`src/oau_pkg.sv`:
```
// Notes on behaviour
// RQ1: immediate source: operand byte feeds A, F, stack pointer or X; two bytes.
// RQ2: direct source: operand addresses RAM or register space; result to A, F, stack pointer or X.
// RQ3: indexed source: operand plus index addresses the source; two-byte instruction.
// RQ4: arithmetic source modes take the destination register as second operand.
// RQ5: direct destination: result to operand address; arithmetic also reads it.
// RQ6: indexed destination: source always accumulator; arithmetic reads summed location.
// RQ7: direct destination immediate: op1 is result address, op2 immediate; three bytes.
// RQ8: indexed destination immediate: op1 plus index is result, op2 immediate; three bytes.
// RQ9: indexed destination arithmetic reads then writes back the same summed location.
// RQ10: memory-to-memory copy only in RAM, op2 location into op1; three bytes.
// RQ11: indirect source reads pointer at operand, loads pointed byte into accumulator.
// RQ12: indirect destination reads pointer at operand, stores accumulator there.
// RQ13: indirect pointer is incremented and written back after the transfer.
// RQ14: arithmetic gets exactly two sources; copies use a single source. Code holds o_alu_two low for arithmetic in M_MEM_MEM and indirect modes.
// RQ15: index register supplies the offset in every indexed mode.
// RQ16: register-space accesses use the bank chosen by flags bit 4.
// RQ17: operands follow opcode in order; index sums wrap modulo 256.
// RQ18: pointer increment wraps 255 to 0 and leaves flags untouched.
package oau_pkg;
  localparam int unsigned BANK_SELECT_BIT = 4;
  localparam logic [1:0] LEN_SHORT = 2'h2;
  localparam logic [1:0] LEN_LONG = 2'h3;
  localparam logic [7:0] PTR_STEP = 8'h01;

  typedef enum logic [3:0] {
    M_SRC_IMM = 4'h0,
    M_SRC_DIR = 4'h1,
    M_SRC_IDX = 4'h2,
    M_DST_DIR = 4'h3,
    M_DST_IDX = 4'h4,
    M_DST_DIR_IMM = 4'h5,
    M_DST_IDX_IMM = 4'h6,
    M_MEM_MEM = 4'h7,
    M_SRC_IND = 4'h8,
    M_DST_IND = 4'h9
  } oau_mode_t;

  typedef enum logic [1:0] {
    R_ACC = 2'h0,
    R_FLAGS = 2'h1,
    R_STACK = 2'h2,
    R_INDEX = 2'h3
  } oau_reg_t;

  typedef enum logic [3:0] {
    S_IDLE = 4'h0,
    S_RD = 4'h1,
    S_CAP = 4'h2,
    S_IRD = 4'h3,
    S_ICAP = 4'h4,
    S_OPND = 4'h5,
    S_EXEC = 4'h6,
    S_WB = 4'h7,
    S_INC = 4'h8,
    S_DONE = 4'h9
  } oau_state_t;
endpackage

```
`src/oau_operand_addressing_unit.sv`:
```
`timescale 1ns/10ps
`default_nettype none
module oau_operand_addressing_unit (
  // clock and reset
  input wire logic i_sys_clk,
  input wire logic i_reset_n,
  // instruction from fetch path
  input wire logic i_start,
  input wire oau_pkg::oau_mode_t i_mode,
  input wire logic i_arith,
  input wire oau_pkg::oau_reg_t i_reg_sel,
  input wire logic i_reg_space,
  input wire logic [7:0] i_operand1,
  input wire logic [7:0] i_operand2,
  // core register values
  input wire logic [7:0] i_acc,
  input wire logic [7:0] i_flags,
  input wire logic [7:0] i_stack_pointer,
  input wire logic [7:0] i_index,
  // data memory and register space
  output logic o_mem_rd,
  output logic o_mem_wr,
  output logic [7:0] o_mem_addr,
  output logic o_mem_reg,
  output logic o_mem_bank,
  output logic [7:0] o_mem_wdata,
  input wire logic [7:0] i_mem_rdata,
  // arithmetic unit
  output logic o_alu_go,
  output logic o_alu_two,
  output logic [7:0] o_alu_a,
  output logic [7:0] o_alu_b,
  input wire logic [7:0] i_alu_result,
  // core register write-back and status
  output logic o_reg_wr,
  output oau_pkg::oau_reg_t o_reg_sel,
  output logic [7:0] o_reg_data,
  output logic [1:0] o_len,
  output logic o_busy,
  output logic o_done
);
  import oau_pkg::*;

  oau_state_t state_q, state_d;
  oau_mode_t mode_q;
  oau_reg_t sel_q;
  logic arith_q, space_q, bank_q;
  logic [7:0] op1_q, op2_q, acc_q, idx_q, regv_q, data_q, ptr_q;
  logic [7:0] addr_q, addr_d, wdata_q, wdata_d, alu_a_q, alu_b_q;
  logic [1:0] len_q;

  // mode classes; decoded in several places
  function automatic logic f_indexed(input oau_mode_t m);
    return m == M_SRC_IDX || m == M_DST_IDX || m == M_DST_IDX_IMM;
  endfunction
  function automatic logic f_indirect(input oau_mode_t m);
    return m == M_SRC_IND || m == M_DST_IND;
  endfunction
  function automatic logic f_src_mode(input oau_mode_t m);
    return m == M_SRC_IMM || m == M_SRC_DIR || m == M_SRC_IDX;
  endfunction
  function automatic logic f_needs_read(input oau_mode_t m, input logic ar);
    return m == M_SRC_DIR || m == M_SRC_IDX || m == M_MEM_MEM || f_indirect(m)
      || (ar && !f_src_mode(m));
  endfunction
  function automatic logic [1:0] f_len(input oau_mode_t m);
    return (m == M_DST_DIR_IMM || m == M_DST_IDX_IMM || m == M_MEM_MEM) ?
      LEN_LONG : LEN_SHORT;
  endfunction

  // effective address; the sum wraps to eight bits
  wire logic [7:0] ea = f_indexed(mode_q) ? 8'(op1_q + idx_q) : op1_q; // RQ15 RQ17
  wire logic two_src = arith_q && mode_q != M_MEM_MEM && !f_indirect(mode_q); // RQ14
  wire logic ram_only = mode_q == M_MEM_MEM || f_indirect(mode_q);
  wire logic dst_is_reg = f_src_mode(mode_q) || mode_q == M_SRC_IND;
  wire logic [7:0] rd_addr = mode_q == M_MEM_MEM ? op2_q :
    (f_indirect(mode_q) ? op1_q : ea); // RQ10 RQ11 RQ12
  wire logic [7:0] ptr_next = 8'(ptr_q + PTR_STEP); // RQ18

  // first operand source, per mode
  wire logic [7:0] src_a =
    mode_q == M_SRC_IMM ? op1_q : // RQ1
    mode_q == M_DST_DIR ? regv_q : // RQ5
    (mode_q == M_DST_IDX || mode_q == M_DST_IND) ? acc_q : // RQ6 RQ12
    (mode_q == M_DST_DIR_IMM || mode_q == M_DST_IDX_IMM) ? op2_q : // RQ7 RQ8
    data_q; // RQ2 RQ3 RQ10 RQ11
  // second operand: register for source modes, location for destination modes
  wire logic [7:0] src_b = f_src_mode(mode_q) ? regv_q : data_q; // RQ4 RQ5 RQ6 RQ9
  // copies bypass the arithmetic result
  wire logic [7:0] result = arith_q ? i_alu_result : alu_a_q;
  wire logic [7:0] dst_addr = mode_q == M_DST_IND ? ptr_q : ea; // RQ9 RQ12

  // sequencing
  always_comb begin
    state_d = state_q;
    addr_d = addr_q;
    wdata_d = wdata_q;
    unique case (state_q)
      S_IDLE: begin
        if (i_start) begin
          state_d = S_RD;
        end
      end
      S_RD: state_d = S_CAP;
      S_CAP: state_d = mode_q == M_SRC_IND ? S_IRD : S_OPND;
      S_IRD: state_d = S_ICAP;
      S_ICAP: state_d = S_OPND;
      S_OPND: state_d = S_EXEC;
      S_EXEC: begin
        state_d = S_WB;
        addr_d = dst_addr;
        wdata_d = result;
      end
      S_WB: begin
        state_d = f_indirect(mode_q) ? S_INC : S_DONE;
        addr_d = op1_q; // RQ13
        wdata_d = ptr_next; // RQ13
      end
      S_INC: state_d = S_DONE;
      S_DONE: state_d = S_IDLE;
      default: state_d = S_IDLE;
    endcase
    if (state_q == S_IDLE && i_start && !f_needs_read(i_mode, i_arith)) begin
      state_d = S_OPND;
    end
  end

  // instruction capture; registers sampled once so mid-flight changes are harmless
  always_ff @(posedge i_sys_clk or negedge i_reset_n) begin
    if (!i_reset_n) begin
      mode_q <= M_SRC_IMM;
      sel_q <= R_ACC;
      {arith_q, space_q, bank_q} <= 3'h0;
      {op1_q, op2_q, acc_q, idx_q, regv_q} <= 40'h0;
      len_q <= LEN_SHORT;
    end else if (state_q == S_IDLE && i_start) begin
      mode_q <= i_mode;
      sel_q <= i_mode == M_SRC_IND ? R_ACC : i_reg_sel; // RQ11
      arith_q <= i_arith;
      space_q <= i_reg_space;
      bank_q <= i_flags[BANK_SELECT_BIT]; // RQ16
      op1_q <= i_operand1; // RQ17
      op2_q <= i_operand2; // RQ17
      acc_q <= i_acc;
      idx_q <= i_index;
      regv_q <= i_reg_sel == R_ACC ? i_acc : i_reg_sel == R_FLAGS ? i_flags :
        i_reg_sel == R_STACK ? i_stack_pointer : i_index;
      len_q <= f_len(i_mode); // RQ1 RQ7
    end
  end

  // datapath registers
  always_ff @(posedge i_sys_clk or negedge i_reset_n) begin
    if (!i_reset_n) begin
      state_q <= S_IDLE;
      {data_q, ptr_q, addr_q, wdata_q, alu_a_q, alu_b_q} <= 48'h0;
    end else begin
      state_q <= state_d;
      addr_q <= addr_d;
      wdata_q <= wdata_d;
      if (state_q == S_CAP || state_q == S_ICAP) begin
        data_q <= i_mem_rdata;
      end
      if (state_q == S_CAP && f_indirect(mode_q)) begin
        ptr_q <= i_mem_rdata; // RQ11 RQ12
      end
      if (state_q == S_CAP && mode_q == M_SRC_IND) begin
        addr_q <= i_mem_rdata; // RQ11
      end
      if (state_q == S_OPND) begin
        alu_a_q <= src_a;
        alu_b_q <= src_b;
      end
    end
  end

  // read address chosen once the instruction is latched
  wire logic rd_cycle = state_q == S_RD || state_q == S_IRD;
  assign o_mem_rd = rd_cycle;
  assign o_mem_wr = (state_q == S_WB && !dst_is_reg) || state_q == S_INC;
  assign o_mem_addr = state_q == S_RD ? rd_addr : addr_q;
  assign o_mem_reg = space_q && !(ram_only); // RQ10
  assign o_mem_bank = bank_q; // RQ16
  assign o_mem_wdata = wdata_q;
  assign o_alu_go = state_q == S_EXEC && arith_q;
  assign o_alu_two = two_src; // RQ14
  assign o_alu_a = alu_a_q;
  assign o_alu_b = alu_b_q;
  assign o_reg_wr = state_q == S_WB && dst_is_reg; // RQ1 RQ2 RQ3 RQ11
  assign o_reg_sel = sel_q;
  assign o_reg_data = wdata_q;
  assign o_len = len_q;
  assign o_busy = state_q != S_IDLE;
  assign o_done = state_q == S_DONE;

  // checks
  imm_operand_a: assert property (@(posedge i_sys_clk) disable iff (!i_reset_n) // RQ1
    state_q == S_OPND && mode_q == M_SRC_IMM |=> o_alu_a == op1_q)
    else $error("immediate operand not forwarded");
  index_sum_a: assert property (@(posedge i_sys_clk) disable iff (!i_reset_n) // RQ3
    o_mem_rd && state_q == S_RD && f_indexed(mode_q) |-> o_mem_addr == 8'(op1_q + idx_q))
    else $error("indexed read address wrong");
  second_src_a: assert property (@(posedge i_sys_clk) disable iff (!i_reset_n) // RQ4
    o_alu_go && f_src_mode(mode_q) |-> o_alu_b == regv_q)
    else $error("second source is not the destination register");
  acc_source_a: assert property (@(posedge i_sys_clk) disable iff (!i_reset_n) // RQ6
    state_q == S_EXEC && mode_q == M_DST_IDX |-> o_alu_a == acc_q)
    else $error("indexed destination source not accumulator");
  rmw_same_a: assert property (@(posedge i_sys_clk) disable iff (!i_reset_n) // RQ9
    state_q == S_RD && arith_q && f_indexed(mode_q) && !f_src_mode(mode_q)
      |-> ##4 o_mem_wr && o_mem_addr == ea)
    else $error("write-back location differs from read");
  ram_copy_a: assert property (@(posedge i_sys_clk) disable iff (!i_reset_n) // RQ10
    state_q == S_RD && mode_q == M_MEM_MEM |-> !o_mem_reg && o_mem_addr == op2_q)
    else $error("memory copy source wrong");
  ptr_inc_a: assert property (@(posedge i_sys_clk) disable iff (!i_reset_n) // RQ13
    state_q == S_WB && f_indirect(mode_q) |=> o_mem_wr && o_mem_addr == op1_q
      && o_mem_wdata == 8'($past(ptr_q) + PTR_STEP))
    else $error("pointer not written back incremented");
  bank_pick_a: assert property (@(posedge i_sys_clk) disable iff (!i_reset_n) // RQ16
    $rose(o_busy) |-> o_mem_bank == $past(i_flags[BANK_SELECT_BIT]))
    else $error("bank select not taken from flags");
  two_src_a: assert property (@(posedge i_sys_clk) disable iff (!i_reset_n) // RQ14
    o_alu_go |-> o_alu_two)
    else $error("operand count wrong");
  copy_one_src_a: assert property (@(posedge i_sys_clk) disable iff (!i_reset_n) // RQ14
    o_busy && !arith_q |-> !o_alu_two)
    else $error("copy claims two sources");
  op_length_a: assert property (@(posedge i_sys_clk) disable iff (!i_reset_n) // RQ7
    o_done && mode_q == M_DST_DIR_IMM |-> o_len == LEN_LONG)
    else $error("three-byte length not reported");
  c_ind_src: cover property (@(posedge i_sys_clk) state_q == S_INC && mode_q == M_SRC_IND);
  c_rmw: cover property (@(posedge i_sys_clk) o_mem_wr && arith_q && mode_q == M_DST_IDX);
  c_imm: cover property (@(posedge i_sys_clk) o_reg_wr && mode_q == M_SRC_IMM);
endmodule
`default_nettype wire

```
`config.mk`:
```
export PLATFORM = sky130hd
export DESIGN_NAME = oau_operand_addressing_unit
export DESIGN_NICKNAME = d
export VERILOG_FILES = /design/src/oau_pkg.sv /design/src/oau_operand_addressing_unit.sv
export SDC_FILE = /design/constraint.sdc
export NUM_CORES = 1
export LEC_CHECK = 0
export BUFFER_PORTS_ARGS = -buffer_cell sky130_fd_sc_hd__buf_2
export CAP_MARGIN = 20
export CORE_ASPECT_RATIO = 0.6
export CORE_MARGIN = 2
export CORE_UTILIZATION = 55
export DETAILED_ROUTE_END_ITERATION = 8
export GPL_TIMING_DRIVEN = 0
export PLACE_DENSITY = 0.81
export SYNTH_ARGS = -nofsm -noshare
export SYNTH_HDL_FRONTEND = slang
export SYNTH_SLANG_ARGS = --single-unit
export TNS_END_PERCENT = 100
```
`constraint.sdc`:
```
create_clock -name i_sys_clk -period 2.8 [get_ports i_sys_clk]
set_input_delay 0.42 -clock i_sys_clk [delete_from_list [all_inputs] [get_ports i_sys_clk]]
set_output_delay 0.42 -clock i_sys_clk [all_outputs]
set_load 0.02 [all_outputs]
```
==> metrics.txt <==
# TYPE chip_impl_metric gauge
chip_impl_info{name="final_common_cell",value="sky130_fd_sc_hd__buf_2"} 1
chip_impl_metric{name="grt_start_max_net_pins",unit=""} 75
chip_impl_metric{name="syn_avg_cell_area",unit="µm²"} 10.1
chip_impl_info{name="crit-reg2reg-capture",value="addr_q[7]"} 1
chip_impl_info{name="crit_chain",value="ha_4 > inv_2 > fa_2 > nor2b_1 > o21a_1 > nor3_1 > o31ai_4 > mux2i_1 > o21ai_1 > buf_4"} 1
chip_impl_metric{name="violation_count_after_the_first_detailed_route_iteration",unit=""} 540
chip_impl_metric{name="clock_tree_buffer_depth",unit=""} 2
chip_impl_metric{name="critical_path.max_stage_delay",unit="ns"} 0.41
chip_impl_metric{name="synth_edf_count",unit=""} 0
chip_impl_metric{name="synth.top_cell.area_share",unit="%"} 44.0
chip_impl_metric{name="ant_nets",unit=""} 0
chip_impl_metric{name="timing_hold_violations_final",unit=""} 0
chip_impl_metric{name="drive_gt1_share",unit="%"} 40.2
chip_impl_metric{name="critical_path.max_fanout",unit=""} 3
chip_impl_metric{name="clk_pin_slew_worst_paths",unit="ns"} 0.07
chip_impl_info{name="synth_ff_type",value="sky130_fd_sc_hd__dfrtp_1"} 1
chip_impl_info{name="violations_in_the_final_reports",value="setup timing"} 1
chip_impl_metric{name="cellLeakagePower",unit="µW"} 0.00336
chip_impl_info{name="cp-startpoint",value="idx_q[0]"} 1
chip_impl_metric{name="cts_max_level",unit=""} 3
chip_impl_metric{name="die_h",unit="µm"} 83.5
chip_impl_metric{name="totalWireLength",unit="µm"} 17900
chip_impl_info{name="crit_end",value="o_mem_addr[4]"} 1
chip_impl_metric{name="synthesis.nets",unit=""} 655
chip_impl_metric{name="final-max-slew-violation-count",unit=""} 0
chip_impl_info{name="crit_slowest_cell",value="sky130_fd_sc_hd__dfrtp_1"} 1
chip_impl_metric{name="tritoncts_num_sinks",unit=""} 102
chip_impl_metric{name="grt_first_pass_wirelength",unit="µm"} 27600
chip_impl_metric{name="r2r.worst_path.cells",unit=""} 8
chip_impl_metric{name="row_count",unit=""} 28
chip_impl_metric{name="final_min_period_over_clock_period",unit="%"} 105
chip_impl_metric{name="regToRegSetupSlack",unit="ns"} 0.43
chip_impl_metric{name="syn_area",unit="mm²"} 0.00580
chip_impl_metric{name="placeableCoreArea",unit="mm²"} 0.0101
chip_impl_metric{name="detailedPlacementHpwl",unit="µm"} 13600
chip_impl_info{name="tritoncts",value="built"} 1
chip_impl_metric{name="synthesis.yosys.warnings",unit=""} 0
chip_impl_metric{name="timing.clock.skew",unit="ns"} 0.00995
chip_impl_metric{name="synth-seq-area-share",unit="%"} 44.0
chip_impl_metric{name="timing.critical_path.arrival",unit="ns"} 2.52
chip_impl_info{name="post-synth-top-area-cell",value="sky130_fd_sc_hd__dfrtp_1"} 1
chip_impl_metric{name="finalSetupTns",unit="ns"} -0.382
chip_impl_info{name="crit_path_start_kind",value="flip-flop"} 1
chip_impl_metric{name="first_global_vias",unit=""} 4872
chip_impl_info{name="timing.hold.worst.class",value="in -> reg"} 1
chip_impl_info{name="endpoint_kind",value="output pin"} 1
chip_impl_metric{name="post-route-worst-setup-slack",unit="ns"} -0.143
chip_impl_metric{name="numCtsBuffers",unit=""} 9
chip_impl_metric{name="gp_congestion",unit=""} 0.902
chip_impl_metric{name="async_reset_ff_share",unit="%"} 100
chip_impl_metric{name="drv.max_cap_violation_count",unit=""} 0
chip_impl_metric{name="max_freq",unit="MHz"} 340
chip_impl_metric{name="max-vdd-ir-drop",unit="V"} 0.000846
chip_impl_metric{name="pre_cts_ws",unit="ns"} -0.142
chip_impl_metric{name="timing.final.setup_violations",unit=""} 3
chip_impl_info{name="run_status",value="finished with violations"} 1
chip_impl_info{name="cts.root.buffer_cell",value="sky130_fd_sc_hd__clkbuf_16"} 1
chip_impl_metric{name="area_growth",unit="%"} 24.7
chip_impl_metric{name="floorplan.initialDensity",unit="%"} 57.6
chip_impl_metric{name="io_buffers",unit=""} 124
chip_impl_metric{name="required",unit="ns"} 2.38
chip_impl_metric{name="tightest_slew",unit="ns"} 0.933
chip_impl_metric{name="dpl.cell_count",unit=""} 831
chip_impl_metric{name="synth_cell_type_count",unit=""} 55
chip_impl_metric{name="netlist_instances",unit=""} 571
chip_impl_info{name="mostFrequentLayoutCells",value="131 x sky130_fd_sc_hd__buf_2, 95 x sky130_fd_sc_hd__dfrtp_1, 62 x sky130_fd_sc_hd__mux2_2"} 1
chip_impl_metric{name="drt-wirelength-per-cell",unit="µm"} 20.8
chip_impl_metric{name="nets",unit=""} 806
chip_impl_metric{name="num_antenna_cells",unit=""} 0
chip_impl_info{name="synth_top_cells_by_area",value="sky130_fd_sc_hd__dfrtp_1 44%, sky130_fd_sc_hd__mux2_2 12%, sky130_fd_sc_hd__mux2i_1 4.7%"} 1
chip_impl_info{name="setup_repair_after_global_routing_missed_its_margin",value="true"} 1
chip_impl_metric{name="route.detailed.drc",unit=""} 0
chip_impl_metric{name="multi_input_comb_area",unit="mm²"} 0.00316
chip_impl_metric{name="post-layout-total-power",unit="µW"} 10100
chip_impl_metric{name="floorplan.die.width",unit="µm"} 137
chip_impl_metric{name="grt_overflow",unit=""} 0
chip_impl_metric{name="timing.final.crit_period",unit="ns"} 2.94
chip_impl_metric{name="final_cells",unit=""} 862
chip_impl_info{name="worst-setup-path-type",value="reg -> out"} 1
chip_impl_metric{name="clk_lat_worst_skew",unit="ns"} 0.36
chip_impl_metric{name="first_pass_iters",unit=""} 5
chip_impl_metric{name="vias_per_cell",unit=""} 6.01
chip_impl_metric{name="fillCellCount",unit=""} 772
chip_impl_metric{name="grtUsageTotal",unit="%"} 32.2
chip_impl_metric{name="via_count",unit=""} 5180
chip_impl_info{name="worst_r2r_src",value="idx_q[1]"} 1
chip_impl_metric{name="antenna_found_initial",unit=""} 0
chip_impl_metric{name="fp.dieArea",unit="mm²"} 0.0114
chip_impl_metric{name="ios",unit=""} 128
chip_impl_metric{name="seqCellArea",unit="mm²"} 0.00256
chip_impl_metric{name="cellPowerDensity",unit="mW/mm²"} 1400
chip_impl_metric{name="yosys_register_bits",unit=""} 102
chip_impl_metric{name="timing.max_slew.rel_slack",unit="%"} 37.3
worst min-delay path by stage:
stage / startpoint / end / slack, ns / cells after the start
2_1_floorplan: i_reset_n / acc_q[0] / 0.12 / 0
3_3_place_gp: o_len[0] / o_len[0] / 0.46 / 2
3_5_place_dp: i_reset_n / o_alu_b[1] / 0.38 / 1
4_1_cts: i_operand1[6] / op1_q[6] / 0.29 / 2
5_1_grt: i_operand1[2] / op1_q[2] / 0.29 / 2
6_report: i_operand2[7] / op2_q[7] / 0.30 / 2
layer usage:
| layer | global-route usage (%) | part of all wire (%) | up-vias |
|---|---|---|---|
| met5 | 0 | 0 | - |
| met4 | 5.30 | 1.2 | 0 |
| met3 | 8.99 | 10 | 24 |
| met2 | 45.8 | 43 | 272 |
| met1 | 49.7 | 46 | 2532 |
| li1 | - | - | 2352 |
worst max-delay path, delay by kind of cell, from the launching register on:
family | cells | cell delay (ns)
and+or+nand+nor | 2 | 0.24
muxes | 1 | 0.11
AOI/OAI and AO/OA | 3 | 0.64
DFF | 1 | 0.41
buffers and inverters | 2 | 0.22
adders and majority gates | 2 | 0.53
stage by stage:
step	util (%)	area, µm²	hold WS [ns]
after floorplan	-	5800	0.124
after global placement	65.5	6590	0.457
after detailed placement	65.8	6620	0.375
after CTS	71.1	7150	0.289
after global routing	71.9	7230	0.293
final	71.9	7230	0.296
power by group:
group | total [µW] | leakage, µW | switching (µW) | internal (µW)
registers | 3020 | 0.00121 | 790 | 2230
logic | 5800 | 0.00200 | 3250 | 2550
clock network | 1310 | 0.000146 | 603 | 711
cells in the mapped netlist (4+ instances only):
cell type                    n
sky130_fd_sc_hd__o31ai_1     4
sky130_fd_sc_hd__nand2b_1    4
sky130_fd_sc_hd__and3_1      6
sky130_fd_sc_hd__dfrtp_1   102
sky130_fd_sc_hd__clkbuf_1   16
sky130_fd_sc_hd__mux4_2      8
sky130_fd_sc_hd__xnor2_1     8
sky130_fd_sc_hd__nand3_1    11
sky130_fd_sc_hd__nor2b_1     8
sky130_fd_sc_hd__mux2_2     62
sky130_fd_sc_hd__ha_1        8
sky130_fd_sc_hd__a21oi_1    50
sky130_fd_sc_hd__buf_4      16
sky130_fd_sc_hd__o21ai_0    36
sky130_fd_sc_hd__o22ai_1    13
sky130_fd_sc_hd__mux2i_1    27
sky130_fd_sc_hd__nor3_1      5
sky130_fd_sc_hd__a211oi_1   11
sky130_fd_sc_hd__buf_2       9
sky130_fd_sc_hd__inv_1       7
sky130_fd_sc_hd__nand2_1    55
sky130_fd_sc_hd__nor2_1     49
sky130_fd_sc_hd__a221oi_1    4
state kept, by name (all words and copies together) (netlist names):
register,cells
o_reg_sel,2
space_q,1
idx_q,8
arith_q,1
o_len,1
o_alu_b,8
state_q,4
acc_q,8
data_q,8
op1_q,8
o_mem_bank,1
mode_q,4
o_mem_wdata,8
addr_q,8
op2_q,8
o_alu_a,8
ptr_q,8
regv_q,8
layout make-up:
type / instances / share of cell area, %
plain buffers: 44 / 3.31
clock buffers: 10 / 3.17
clock inverters: 6 / 1.04
inverters: 7 / 0.364
multi-input cells: 418 / 43.7
flip-flops and latches: 102 / 35.4
well taps: 135 / 2.34
repair buffers: 140 / 10.7
logic make-up (layout without fill, tap and decap cells):
| logic type | count (synthesis) | count (layout) | synth area share, % |
|---|---|---|---|
| flip-flops | 102 | 102 | 44.0 |
| adder cells (fa/ha/maj) | 9 | 9 | 2.07 |
| XOR/XNOR | 11 | 11 | 1.66 |
| other | 1 | 1 | 0.0647 |
| buffers and inverters | 51 | 207 | 4.53 |
| AO/OA/AOI/OAI | 142 | 142 | 15.2 |
| AND/OR/NAND/NOR | 158 | 158 | 12.6 |
| multiplexers | 97 | 97 | 19.8 |
what timing repair did:
action	4_1_cts	5_1_grt
hold buffers	1	0
pin swaps	11	9
hold endpoints to repair	8	0
resized for setup	32	16
setup endpoints to repair	7	8
setup buffers	12	2
Power figures use the tool's default switching activity.
